[config.mk]
export PLATFORM = sky130hd
export DESIGN_NAME = drive_control_status_words
export DESIGN_NICKNAME = d
export VERILOG_FILES = /design/src/conv_scale.v /design/src/drive_control_status_words.v
export VERILOG_INCLUDE_DIRS = /design/src
export SDC_FILE = /design/constraint.sdc
export NUM_CORES = 1
export LEC_CHECK = 0
export ABC_AREA = 1
export BUFFER_PORTS_ARGS = -buffer_cell sky130_fd_sc_hd__buf_2
export CAP_MARGIN = 20
export CORE_MARGIN = 2
export CORE_UTILIZATION = 57
export CTS_CLUSTER_SIZE = 20
export DETAILED_ROUTE_END_ITERATION = 16
export PLACE_DENSITY = 0.82
export SLEW_MARGIN = 15
export SYNTH_ARGS = -nofsm -noshare
export SYNTH_HDL_FRONTEND = slang
export SYNTH_SLANG_ARGS = --single-unit
[constraint.sdc]
create_clock -name clk -period 4.18 [get_ports clk]
set_input_delay 0.627 -clock clk [delete_from_list [all_inputs] [get_ports clk]]
set_output_delay 0.627 -clock clk [all_outputs]
set_load 0.02 [all_outputs]
[src/drive_words_regs.vh]
`ifndef DRIVE_WORDS_REGS_VH
`define DRIVE_WORDS_REGS_VH

// Command word bit positions
`define CMD_PRESET_LO      0
`define CMD_PRESET_HI      1
`define CMD_DC_BRAKE_N     2
`define CMD_COAST_N        3
`define CMD_QSTOP_N        4
`define CMD_FREEZE_N       5
`define CMD_START          6
`define CMD_RESET          7
`define CMD_JOG            8
`define CMD_RAMP2          9
`define CMD_VALID          10
`define CMD_DIG_OUT        11
`define CMD_RELAY          12
`define CMD_SETUP_LO       13
`define CMD_SETUP_HI       14
`define CMD_REVERSE        15

// State word bit positions
`define ST_READY           0
`define ST_DRIVE_READY     1
`define ST_CAN_START       2
`define ST_TRIP            3
`define ST_TRIP_LOCK       6
`define ST_WARNING         7
`define ST_AT_REF          8
`define ST_SERIAL_OK       9
`define ST_FREQ_OK         10
`define ST_RUNNING         11
`define ST_VOLT_WARN       13
`define ST_CUR_LIMIT       14
`define ST_THERM_WARN      15

// Configuration encodings
`define PROFILE_NATIVE     2'h1
`define REV_SRC_DIGITAL    2'h0
`define REV_SRC_SERIAL     2'h1
`define REV_SRC_OR         2'h2
`define REV_SRC_AND        2'h3

// Conversion index values
`define CONV_IDX_TENTH     8'sh49
`define CONV_IDX_MIN       -8'sh05
`define CONV_IDX_MAX       8'sh02

// Reset values
`define WORD_ZERO          16'h0000
`define CMD_RESET_VALUE    16'h0000

`endif

[src/conv_scale.v]
`timescale 1ns/1ps
`default_nettype none
`include "drive_words_regs.vh"

// ****************************************************************
// Conversion factor scaling
// ****************************************************************
// Scales a whole-number value by ten to the signed index. Negative
// indices give a divisor; the value itself passes through undivided.
module conv_scale (
    input  wire              clk,
    input  wire              resetn,
    input  wire              load,
    input  wire signed [7:0] conv_index,
    input  wire signed [31:0] raw_value,
    output reg  signed [47:0] scaled_value,
    output reg  [16:0]       divisor,
    output reg               index_bad
);

    reg signed [47:0] scaled_d;
    reg [16:0]        div_d;
    reg               bad_d;
    reg signed [47:0] wide;

    // Power-of-ten decode, index 73 is an alias of -1
    always @* begin
        wide     = {{16{raw_value[31]}}, raw_value};
        scaled_d = wide;
        div_d    = 17'h0_0001;
        bad_d    = 1'b0;
        case (conv_index)
            8'sh02:  scaled_d = wide * 48'sh0000_0000_0064;
            8'sh01:  scaled_d = wide * 48'sh0000_0000_000A;
            8'sh00:  scaled_d = wide;
            -8'sh01: div_d = 17'h0_000A;
            -8'sh02: div_d = 17'h0_0064;
            -8'sh03: div_d = 17'h0_03E8;
            -8'sh04: div_d = 17'h0_2710;
            -8'sh05: div_d = 17'h1_86A0;
            `CONV_IDX_TENTH: div_d = 17'h0_000A;
            default: bad_d = 1'b1;
        endcase
    end

    // Registered result, held until the next load
    always @(posedge clk) begin
        if (!resetn) begin
            scaled_value <= 48'sh0000_0000_0000;
            divisor      <= 17'h0_0001;
            index_bad    <= 1'b0;
        end else if (load) begin
            scaled_value <= scaled_d;
            divisor      <= div_d;
            index_bad    <= bad_d;
        end
    end

endmodule // conv_scale

`default_nettype wire

[src/drive_control_status_words.v]
// Summary of operation
// - Two 16-bit process words: command then reference in, state then frequency out.
// - Parameter integers are scaled by ten to a signed index; index 73 means 0.1.
// - Command word acted on only when bit 10 is set; otherwise ignored.
// - Bits 01 and 00 select one of four preset references.
// - Bit 02 low requests DC braking and stop.
// - Bit 03 low switches the output stage off; motor coasts.
// - Bit 04 low requests quick stop over the quick-stop ramp.
// - Bit 05 low freezes output frequency; only speed up/down inputs change it.
// - While frozen only coast, DC brake or their inputs stop the drive.
// - Bit 06 low ramps to stop with selected ramp while the start input is low; high permits start.
// - Trip reset only on a rising edge of bit 07.
// - Bit 08 high selects the jog frequency.
// - Bit 09 selects ramp pair one or two.
// - Bit 11 drives the digital output, bit 12 the relay output.
// - Bits 14 and 13 select one of four setups.
// - Bit 15 reverses only when reversing source is serial, OR or AND.
// - State bit 00 shows ready for operation.
// - State bit 01 shows ready with a coasting command active.
// - State bit 02 shows the drive can start on a start command.
// - State word carries trip, lock, warning, reference, limits and running flags.
// - State bit 03 shows a trip awaiting reset.
// - State bit 06 shows trip lock; the reset bit cannot clear it.
`timescale 1ns/1ps
`default_nettype none
`include "drive_words_regs.vh"

module drive_control_status_words (
    input  wire               clk,
    input  wire               resetn,
    // Process words from the master
    input  wire [15:0]        process_word_first_in,
    input  wire [15:0]        process_word_second_in,
    input  wire               words_strobe,
    // Configuration settings
    input  wire [1:0]         drive_native_profile,
    input  wire               multi_setup_en,
    input  wire [1:0]         reverse_source,
    input  wire               reverse_input,
    input  wire               coast_input_n,
    input  wire               dc_brake_input_n,
    input  wire               speed_up_input,
    input  wire               speed_down_input,
    // Drive state inputs
    input  wire               drive_ready,
    input  wire               trip_event,
    input  wire               trip_lock_event,
    input  wire               power_restored,
    input  wire               warning,
    input  wire               at_reference,
    input  wire               serial_allowed,
    input  wire               freq_in_limits,
    input  wire               start_input,
    input  wire               volt_warning,
    input  wire               current_limit,
    input  wire               thermal_warning,
    input  wire [15:0]        output_frequency,
    // Parameter conversion
    input  wire               param_load,
    input  wire signed [7:0]  param_conv_index,
    input  wire signed [31:0] param_raw,
    output wire signed [47:0] param_scaled,
    output wire [16:0]        param_divisor,
    output wire               param_index_bad,
    // Process words to the master
    output reg  [15:0]        process_word_first_out,
    output reg  [15:0]        process_word_second_out,
    // Drive commands
    output reg  [15:0]        speed_reference,
    output reg  [1:0]         preset_select,
    output reg                dc_brake,
    output reg                coast,
    output reg                quick_stop,
    output reg                freeze,
    output reg                ramp_stop,
    output reg                run_enable,
    output reg                jog_select,
    output reg                ramp_pair2,
    output reg                digital_output,
    output reg                relay_output,
    output reg  [1:0]         setup_select,
    output reg                reverse,
    output reg                trip_reset_pulse,
    output reg                freq_step_up,
    output reg                freq_step_down,
    output reg                tripped,
    output reg                trip_locked
);

    // ************************************************************
    // Synchronisers for pin inputs
    // ************************************************************
    // Two stages each; only stage two is read by logic
    reg [5:0] pin_s1_q;
    reg [5:0] pin_s2_q;
    wire [5:0] pin_raw;

    assign pin_raw = {reverse_input, coast_input_n, dc_brake_input_n,
                      speed_up_input, speed_down_input, start_input};

    // Reset state mirrors inactive pins (stop inputs are active low)
    always @(posedge clk) begin
        if (!resetn) begin
            pin_s1_q <= 6'h18;
            pin_s2_q <= 6'h18;
        end else begin
            pin_s1_q <= pin_raw;
            pin_s2_q <= pin_s1_q;
        end
    end

    wire rev_pin     = pin_s2_q[5];
    wire coast_pin_n = pin_s2_q[4];
    wire brake_pin_n = pin_s2_q[3];
    wire up_pin      = pin_s2_q[2];
    wire down_pin    = pin_s2_q[1];
    wire start_pin   = pin_s2_q[0];

    // ************************************************************
    // Command word capture
    // ************************************************************
    // Word accepted only with valid bit under the native profile
    wire cmd_take = words_strobe && process_word_first_in[`CMD_VALID]
                    && (drive_native_profile == `PROFILE_NATIVE);

    reg [15:0] cmd_q;
    reg [15:0] ref_q;
    reg        reset_bit_q;

    // First word is command, second is reference
    always @(posedge clk) begin
        if (!resetn) begin
            cmd_q       <= `CMD_RESET_VALUE;
            ref_q       <= `WORD_ZERO;
            reset_bit_q <= 1'b0;
        end else if (cmd_take) begin
            cmd_q       <= process_word_first_in;
            ref_q       <= process_word_second_in;
            reset_bit_q <= process_word_first_in[`CMD_RESET];
        end
    end

    // Edge on the accepted reset bit; steady level never resets
    wire reset_edge = cmd_take && process_word_first_in[`CMD_RESET] && !reset_bit_q;

    // Before any valid word arrives, cmd_q is all zero, so the drive sits
    // in a safe coasting state rather than running on stale bits.
    wire coast_req   = !cmd_q[`CMD_COAST_N] || !coast_pin_n;
    wire brake_req   = !cmd_q[`CMD_DC_BRAKE_N] || !brake_pin_n;
    wire freeze_req  = !cmd_q[`CMD_FREEZE_N];
    wire start_req   = cmd_q[`CMD_START] || start_pin;

    reg rev_sel;

    // Reversing source decode
    always @* begin
        case (reverse_source)
            `REV_SRC_SERIAL: rev_sel = cmd_q[`CMD_REVERSE];
            `REV_SRC_OR:     rev_sel = cmd_q[`CMD_REVERSE] || rev_pin;
            `REV_SRC_AND:    rev_sel = cmd_q[`CMD_REVERSE] && rev_pin;
            default:         rev_sel = rev_pin;
        endcase
    end

    // ************************************************************
    // Drive command outputs
    // ************************************************************
    // Frozen drive ignores start and ramp stop; only coast or brake stop it
    always @(posedge clk) begin
        if (!resetn) begin
            speed_reference <= `WORD_ZERO;
            preset_select   <= 2'h0;
            dc_brake        <= 1'b0;
            coast           <= 1'b1;
            quick_stop      <= 1'b0;
            freeze          <= 1'b0;
            ramp_stop       <= 1'b1;
            run_enable      <= 1'b0;
            jog_select      <= 1'b0;
            ramp_pair2      <= 1'b0;
            digital_output  <= 1'b0;
            relay_output    <= 1'b0;
            setup_select    <= 2'h0;
            reverse         <= 1'b0;
            freq_step_up    <= 1'b0;
            freq_step_down  <= 1'b0;
        end else begin
            speed_reference <= ref_q;
            preset_select   <= {cmd_q[`CMD_PRESET_HI], cmd_q[`CMD_PRESET_LO]};
            dc_brake        <= brake_req;
            coast           <= coast_req;
            quick_stop      <= !cmd_q[`CMD_QSTOP_N];
            freeze          <= freeze_req;
            if (freeze_req) begin
                ramp_stop   <= 1'b0;
                run_enable  <= !coast_req && !brake_req;
            end else begin
                ramp_stop   <= !start_req;
                run_enable  <= start_req && !coast_req && !brake_req
                               && cmd_q[`CMD_QSTOP_N];
            end
            // Only speed up/down move a frozen frequency
            freq_step_up    <= freeze_req && up_pin && !down_pin;
            freq_step_down  <= freeze_req && down_pin && !up_pin;
            jog_select      <= cmd_q[`CMD_JOG];
            ramp_pair2      <= cmd_q[`CMD_RAMP2];
            digital_output  <= cmd_q[`CMD_DIG_OUT];
            relay_output    <= cmd_q[`CMD_RELAY];
            if (multi_setup_en) begin
                setup_select <= {cmd_q[`CMD_SETUP_HI], cmd_q[`CMD_SETUP_LO]};
            end
            reverse         <= rev_sel;
        end
    end

    // ************************************************************
    // Trip and trip lock
    // ************************************************************
    // New trip wins over a reset arriving in the same cycle
    always @(posedge clk) begin
        if (!resetn) begin
            tripped          <= 1'b0;
            trip_locked      <= 1'b0;
            trip_reset_pulse <= 1'b0;
        end else begin
            trip_reset_pulse <= reset_edge && tripped && !trip_locked;
            if (trip_event || trip_lock_event) begin
                tripped <= 1'b1;
            end else if (reset_edge && !trip_locked) begin
                tripped <= 1'b0;
            end else if (power_restored && trip_locked) begin
                tripped <= 1'b0;
            end
            if (trip_lock_event) begin
                trip_locked <= 1'b1;
            end else if (power_restored) begin
                trip_locked <= 1'b0;
            end
        end
    end

    // ************************************************************
    // State word assembly
    // ************************************************************
    reg [15:0] state_d;

    // Unused bits stay zero by the initial clear
    always @* begin
        state_d = `WORD_ZERO;
        state_d[`ST_READY]       = drive_ready;
        state_d[`ST_DRIVE_READY] = drive_ready && coast_req;
        state_d[`ST_CAN_START]   = drive_ready && !coast_req && !brake_req && !tripped;
        state_d[`ST_TRIP]        = tripped;
        state_d[`ST_TRIP_LOCK]   = trip_locked;
        state_d[`ST_WARNING]     = warning;
        state_d[`ST_AT_REF]      = at_reference;
        state_d[`ST_SERIAL_OK]   = serial_allowed;
        state_d[`ST_FREQ_OK]     = freq_in_limits;
        state_d[`ST_RUNNING]     = run_enable || (output_frequency != `WORD_ZERO);
        state_d[`ST_VOLT_WARN]   = volt_warning;
        state_d[`ST_CUR_LIMIT]   = current_limit;
        state_d[`ST_THERM_WARN]  = thermal_warning;
    end

    // State word first, present frequency second
    always @(posedge clk) begin
        if (!resetn) begin
            process_word_first_out  <= `WORD_ZERO;
            process_word_second_out <= `WORD_ZERO;
        end else begin
            process_word_first_out  <= state_d;
            process_word_second_out <= output_frequency;
        end
    end

    // ************************************************************
    // Parameter value scaling
    // ************************************************************
    conv_scale u_conv_scale (
        .clk          (clk),
        .resetn       (resetn),
        .load         (param_load),
        .conv_index   (param_conv_index),
        .raw_value    (param_raw),
        .scaled_value (param_scaled),
        .divisor      (param_divisor),
        .index_bad    (param_index_bad)
    );

endmodule // drive_control_status_words

`default_nettype wire

==> results.toml, run 1 <==
[clock_tree]
cts_setup_buffers = 0
cts_buffer_depth = 2
cts.sinks = 161
numCtsBuffers = 17
root_buffer = "clkbuf_16"
clk_pin_slew_ns = 0.07
hold_buffers = 0
cts_tree = "yes"
cts_resized = 0
h-tree-depth = 4
clk_latency_ns = 0.43

[global_route]
met1_usage_pct = 41.9
grt_pass1_wl_um = 62600
antenna_found_initial = 1
grt_usage_pct = 32.8
met3_usage_pct = 4.74
grt_use_met2_pct = 55.7
grt_max_degree = 120
grt_overflow_total = 0
grt-busiest-layer = "met2"
grt_pass1_vias = 12500

[placed_design]
io_buffer_count = 241
dp_hpwl_um = 30900
gp_congestion = 1.02

[worst_setup_path]
arrival_ns = 3.93
path_cells = "buf_2 -> ha_1 -> fa_1 -> ha_1 -> ha_1 -> nand2_1 -> nor2_1 -> nand2_1 -> nor4_1 -> nand2_1 -> nand2_1 -> nand2_1 -> nand3_1 -> nand3_1 -> nand2_1 -> inv_1"
path_common_cell = "nand2_1"
cp_slowest_cell = "fa_1"
start_kind = "input port"
critPathMaxFanout = 6
critical_path.endpoint_type = "register"
required_ns = 4.51
cp_slowest_stage_delay_ns = 0.51
crit_buf_inv = 2
cp_top_family = "adder cells"
worstSetupPathType = "input port to register"

[sta]
tns_ns = 0
finClkSkew_ns = 0.00955
slew_violations = 0
rsz0062_at_grt = "no"
post-route-period-util_pct = 86.3
tightest_slew_ns = 1.06
min_period_ns = 3.61
max_freq_mhz = 277
hold_violations = 0
relSlewSlack_pct = 29.4
setup_viol = 0

[cells_and_area]
drive_gt1_share_pct = 15.8
area_growth_pct = 15.1
utilization_pct = 67.0
final_nets = 2466
final_cell_mix = "nand2_1, inv_1, buf_2, nor2_1, dfxtp_1"
final_common_cell = "nand2_1"

[logic_synthesis]
ys_types = 48
async_reset_ff_share_pct = 0
ys_seq_area_share_pct = 25.3
syn_area_um2 = 12700
syn_inst = 1949
ys.flop_type = "dfxtp_1"
synth_area_per_cell_um2 = 6.54
synth_edf_count = 0
synth_warnings = 0
ys_ff_latch = 161

[route]
drt-pass1-iter-count = 7
drc = 0
wl_per_cell_um = 15.7
ant_nets = 0
wl_um = 38600
via_count = 13000
drt_iter0_drc = 892
viasPerCell = 5.31

[power]
ir_worst_vdd_uv = 256
power_mw = 5.42
leakagePower_nw = 8.76
p_per_area_nw_per_um2 = 369

[floorplanning]
rows = 54
die_h_um = 154
start_util_pct = 58.2
die_area_um2 = 23600
core_area_um2 = 21900
ioPinCount = 248
die_w_um = 154

[status]
status = "completed"

[hold_path]
hold_class = "input port to register"

[job]
cap_viol_max_count = 0
## worst register-to-register path, cell delays in order, from the launching register on
cell and delay [ns]:
dfxtp_1 0.34, nor2_1 0.12, nand3_1 0.11, a31oi_1 0.16, a21oi_1 0.08
## sequential cells by signal, indices dropped and copies added, names as in the netlist, 2 cells and up
signal	count
pin_s1_q	6
cmd_q	15
setup_select	2
process_word_first_out	13
pin_s2_q	6
speed_reference	16
preset_select	2
ref_q	16
u_conv_scale.scaled_value	40
process_word_second_out	16
u_conv_scale.divisor	12
## cell usage after synthesis (19+ instances only)
master,instances,area (µm²)
a21oi_1,80,400
inv_1,331,1240
nor2_1,201,754
clkbuf_1,25,93.8
nand2_2,24,150
nand3_1,106,531
buf_4,19,143
o21ai_0,78,390
dfxtp_1,161,3220
nand2_1,579,2170
ha_1,159,1990
fa_1,31,621
## worst paths after layout
| path | from | end | slack (ns) | cells past startpoint |
|---|---|---|---|---|
| setup reg to reg | trip_locked$_SDFFE_PN0P_ | tripped$_SDFFE_PN0P_ | 3.24 | 4 |
| hold reg to reg | pin_s1_q[4]$_SDFF_PN1_ | pin_s2_q[4]$_SDFF_PN1_ | 0.41 | 1 |
| hold / removal | volt_warning | process_word_first_out[13]$_SDFF_PN0_ | 0.38 | 3 |
| setup / recovery | param_raw[19] | u_conv_scale.scaled_value[34]$_SDFFE_PN0P_ | 0.57 | 16 |
## cell type report
type	instances	area (µm²)
Sequential cell	161	3220
Antenna cell	1	2.50
Timing Repair Buffer	246	1250
Inverter	344	1290
Fill cell	2018	7220
Multi-Input combinational cell	1392	7930
Clock buffer	17	425
Tap cell	280	350
Clock inverter	15	196
## layer usage
| metal | share of wire, % | vias to the layer above |
|---|---|---|
| li1 | - | 6491 |
| met1 | 42 | 5886 |
| met2 | 46 | 556 |
| met3 | 7.1 | 111 |
| met4 | 4.5 | 0 |
| met5 | 0 | - |
## power breakdown
part / leakage [nW] / internal, mW / switching (mW)
logic: 7.13 / 0.726 / 1.43
clock network: 0.302 / 0.826 / 0.791
registers: 1.33 / 1.61 / 0.0375
## through the flow
stage | worst slack, ns | cells | instance area (µm²) | hold WS, ns
final | 0.573 | 2456 | 14700 | 0.377
after global routing | 0.438 | 2456 | 14700 | 0.365
after CTS | 0.665 | 2455 | 14700 | 0.375
after detailed placement | 0.248 | 2423 | 14000 | 0.397
after global placement | 0.133 | 2423 | 14000 | 0.393
after floorplan | 0.907 | 1954 | 12800 | 0.390
## cell families (layout without fill, tap and decap cells)
group | count (synthesis) | count (layout) | synth area share, %
compound gates | 198 | 198 | 8.46
xor+xnor | 4 | 4 | 0.275
fa+ha+maj | 190 | 190 | 20.5
buf+inv | 401 | 622 | 12.6
flops | 161 | 161 | 25.3
other cells | 1 | 7 | 0.0294
simple gates | 994 | 994 | 32.9
Note: power is estimated with default switching activity, not from simulation.
==> run 2: changes to the inputs <==
RECOVER_POWER = 50   (was default)
==> run 2 against run 1 <==
Net effect: the flow now finishes with violations (max-capacitance violations, max-slew violations); clock skew rose by 0.0014 ns; count of clock-buffer cells in the layout did not move; largest cell class unchanged; non-clock buffer count did not move; die area did not move; fmax fell by 0.35%; utilization fell by 0.47 points; wire length barely moved.
==> results.toml, run 2 (synthesized netlist as in run 1, its figures left out) <==
[worst_setup_path]
cp_slowest_stage_delay_ns = 0.51
cp_slowest_cell = "fa_1"
worstSetupEndpoint = "u_conv_scale.scaled_value[34]$_SDFFE_PN0P_"
path_common_cell = "nand2_1"
required_ns = 4.51
rrSetupSlack_ns = 3.19
rr_startpoint = "trip_locked$_SDFFE_PN0P_"
cp-startpoint = "param_raw[19]"
reg2reg_depth = 4
critical_path.endpoint_type = "register"
worstSetupPathType = "input port to register"
path_cells = "buf_2 -> ha_1 -> fa_1 -> ha_1 -> ha_1 -> nand2_1 -> nor2_1 -> nand2_1 -> nor4_1 -> nand2_1 -> nand2_1 -> nand2_1 -> nand3_1 -> nand3_1 -> nand2_1 -> inv_1"
start_kind = "input port"
rr_endpoint = "tripped$_SDFFE_PN0P_"
arrival_ns = 3.95
critPathMaxFanout = 6

[status]
violations = "max-capacitance violations, max-slew violations"
status = "finished, violations left"

[clock_tree]
cts_resized = 0
clk_latency_ns = 0.44
cts_setup_buffers = 0
cts_buffer_depth = 2
hold_buffers = 0
h-tree-depth = 4
cts_tree = "yes"
cts.sinks = 161
root_buffer = "clkbuf_16"
clk_pin_slew_ns = 0.07
numCtsBuffers = 17

[power]
ir_worst_vdd_uv = 257
leakagePower_nw = 8.48
power_mw = 5.41
p_per_area_nw_per_um2 = 372

[placed_design]
dp_hpwl_um = 30900
place_inst = 2423
placed_area_um2 = 14000
io_buffer_count = 241
gp_congestion = 1.02

[route]
via_count = 13100
wl_um = 38600
drt_iter0_drc = 957
drt-pass1-iter-count = 5
ant_nets = 0
drc = 0
wl_per_cell_um = 15.7
viasPerCell = 5.32

[sta]
finClkSkew_ns = 0.0109
relSlewSlack_pct = -37.2
rsz0062_at_grt = "no"
tightest_slew_ns = 2.06
post-route-period-util_pct = 86.6
setup_viol = 0
hold_violations = 0
slew_violations = 120
tns_ns = 0
min_period_ns = 3.62
max_freq_mhz = 276

[cells_and_area]
drive_gt1_share_pct = 12.3
final_area_um2 = 14600
utilization_pct = 66.5
multi_input_area_um2 = 7930
ff_latch_area_um2 = 3220
nFillCells = 2071
final_nets = 2466
final_cells = 2456
final_common_cell = "nand2_1"
final_cell_mix = "nand2_1, inv_1, nor2_1, buf_2, dfxtp_1"
largest_register_ffs = 40
area_growth_pct = 14.3
largest-register = "u_conv_scale.scaled_value"

[floorplanning]
ioPinCount = 248
die_h_um = 154
start_util_pct = 58.2
rows = 54
die_area_um2 = 23600
die_w_um = 154
core_area_um2 = 21900

[global_route]
antenna_found_initial = 1
grt_pass1_wl_um = 62600
grt_overflow_total = 0
grt_usage_pct = 32.8
grt_max_degree = 120
grt_pass1_vias = 12500

[hold_path]
hold_class = "input port to register"

[job]
cap_viol_max_count = 1
[run 2: how the worst min path moves through the flow]
stage,startpoint,end,slack [ns],cells past startpoint
2_1_floorplan,pin_s1_q[0]$_SDFF_PN0_,pin_s2_q[0]$_SDFF_PN0_,0.39,2
3_3_place_gp,pin_s1_q[2]$_SDFF_PN0_,pin_s2_q[2]$_SDFF_PN0_,0.39,2
3_5_place_dp,pin_s1_q[5]$_SDFF_PN0_,pin_s2_q[5]$_SDFF_PN0_,0.40,2
4_1_cts,volt_warning,process_word_first_out[13]$_SDFF_PN0_,0.38,3
5_1_grt,dc_brake_input_n,pin_s1_q[3]$_SDFF_PN1_,0.36,2
6_report,volt_warning,process_word_first_out[13]$_SDFF_PN0_,0.38,3
[run 2: metal layers]
layer  GRT usage [%]  routed length [µm]  vias up
met3            4.74                2460      113
met5               0                   0        -
met2            55.7               17900      533
met1            41.9               16500     5922
li1                -                   -     6503
met4            13.8                1760        0
[run 2: power by group]
part           total (mW)  leakage (nW)  internal [mW]  switching (mW)
registers            1.64          1.33           1.61          0.0384
logic                2.15          6.85          0.718            1.43
clock network        1.62         0.302          0.826           0.793
total                5.41          8.48           3.15            2.26
[run 2: area by class of cell]
cell class	instances	area share (%)
inverter	344	8.87
multi-input combinational	1392	54.5
clock buffer	17	2.92
sequential	161	22.1
antenna	1	0.0172
tap	280	2.41
clock inverter	15	1.35
timing repair buffer	246	7.84
[run 2: metrics by stage]
| step | hold WS (ns) | worst slack, ns |
|---|---|---|
| 6_report | 0.379 | 0.561 |
| 5_1_grt | 0.365 | 0.433 |
| 4_1_cts | 0.375 | 0.665 |
| 3_5_place_dp | 0.397 | 0.248 |
| 3_3_place_gp | 0.393 | 0.133 |
| 2_1_floorplan | 0.390 | 0.907 |
[run 2: worst max-delay path: cells and delay by family]
kind | cells | cell delay, ns
buf+inv | 2 | 0.22
fa+ha+maj | 4 | 1.56
simple gates | 10 | 1.52
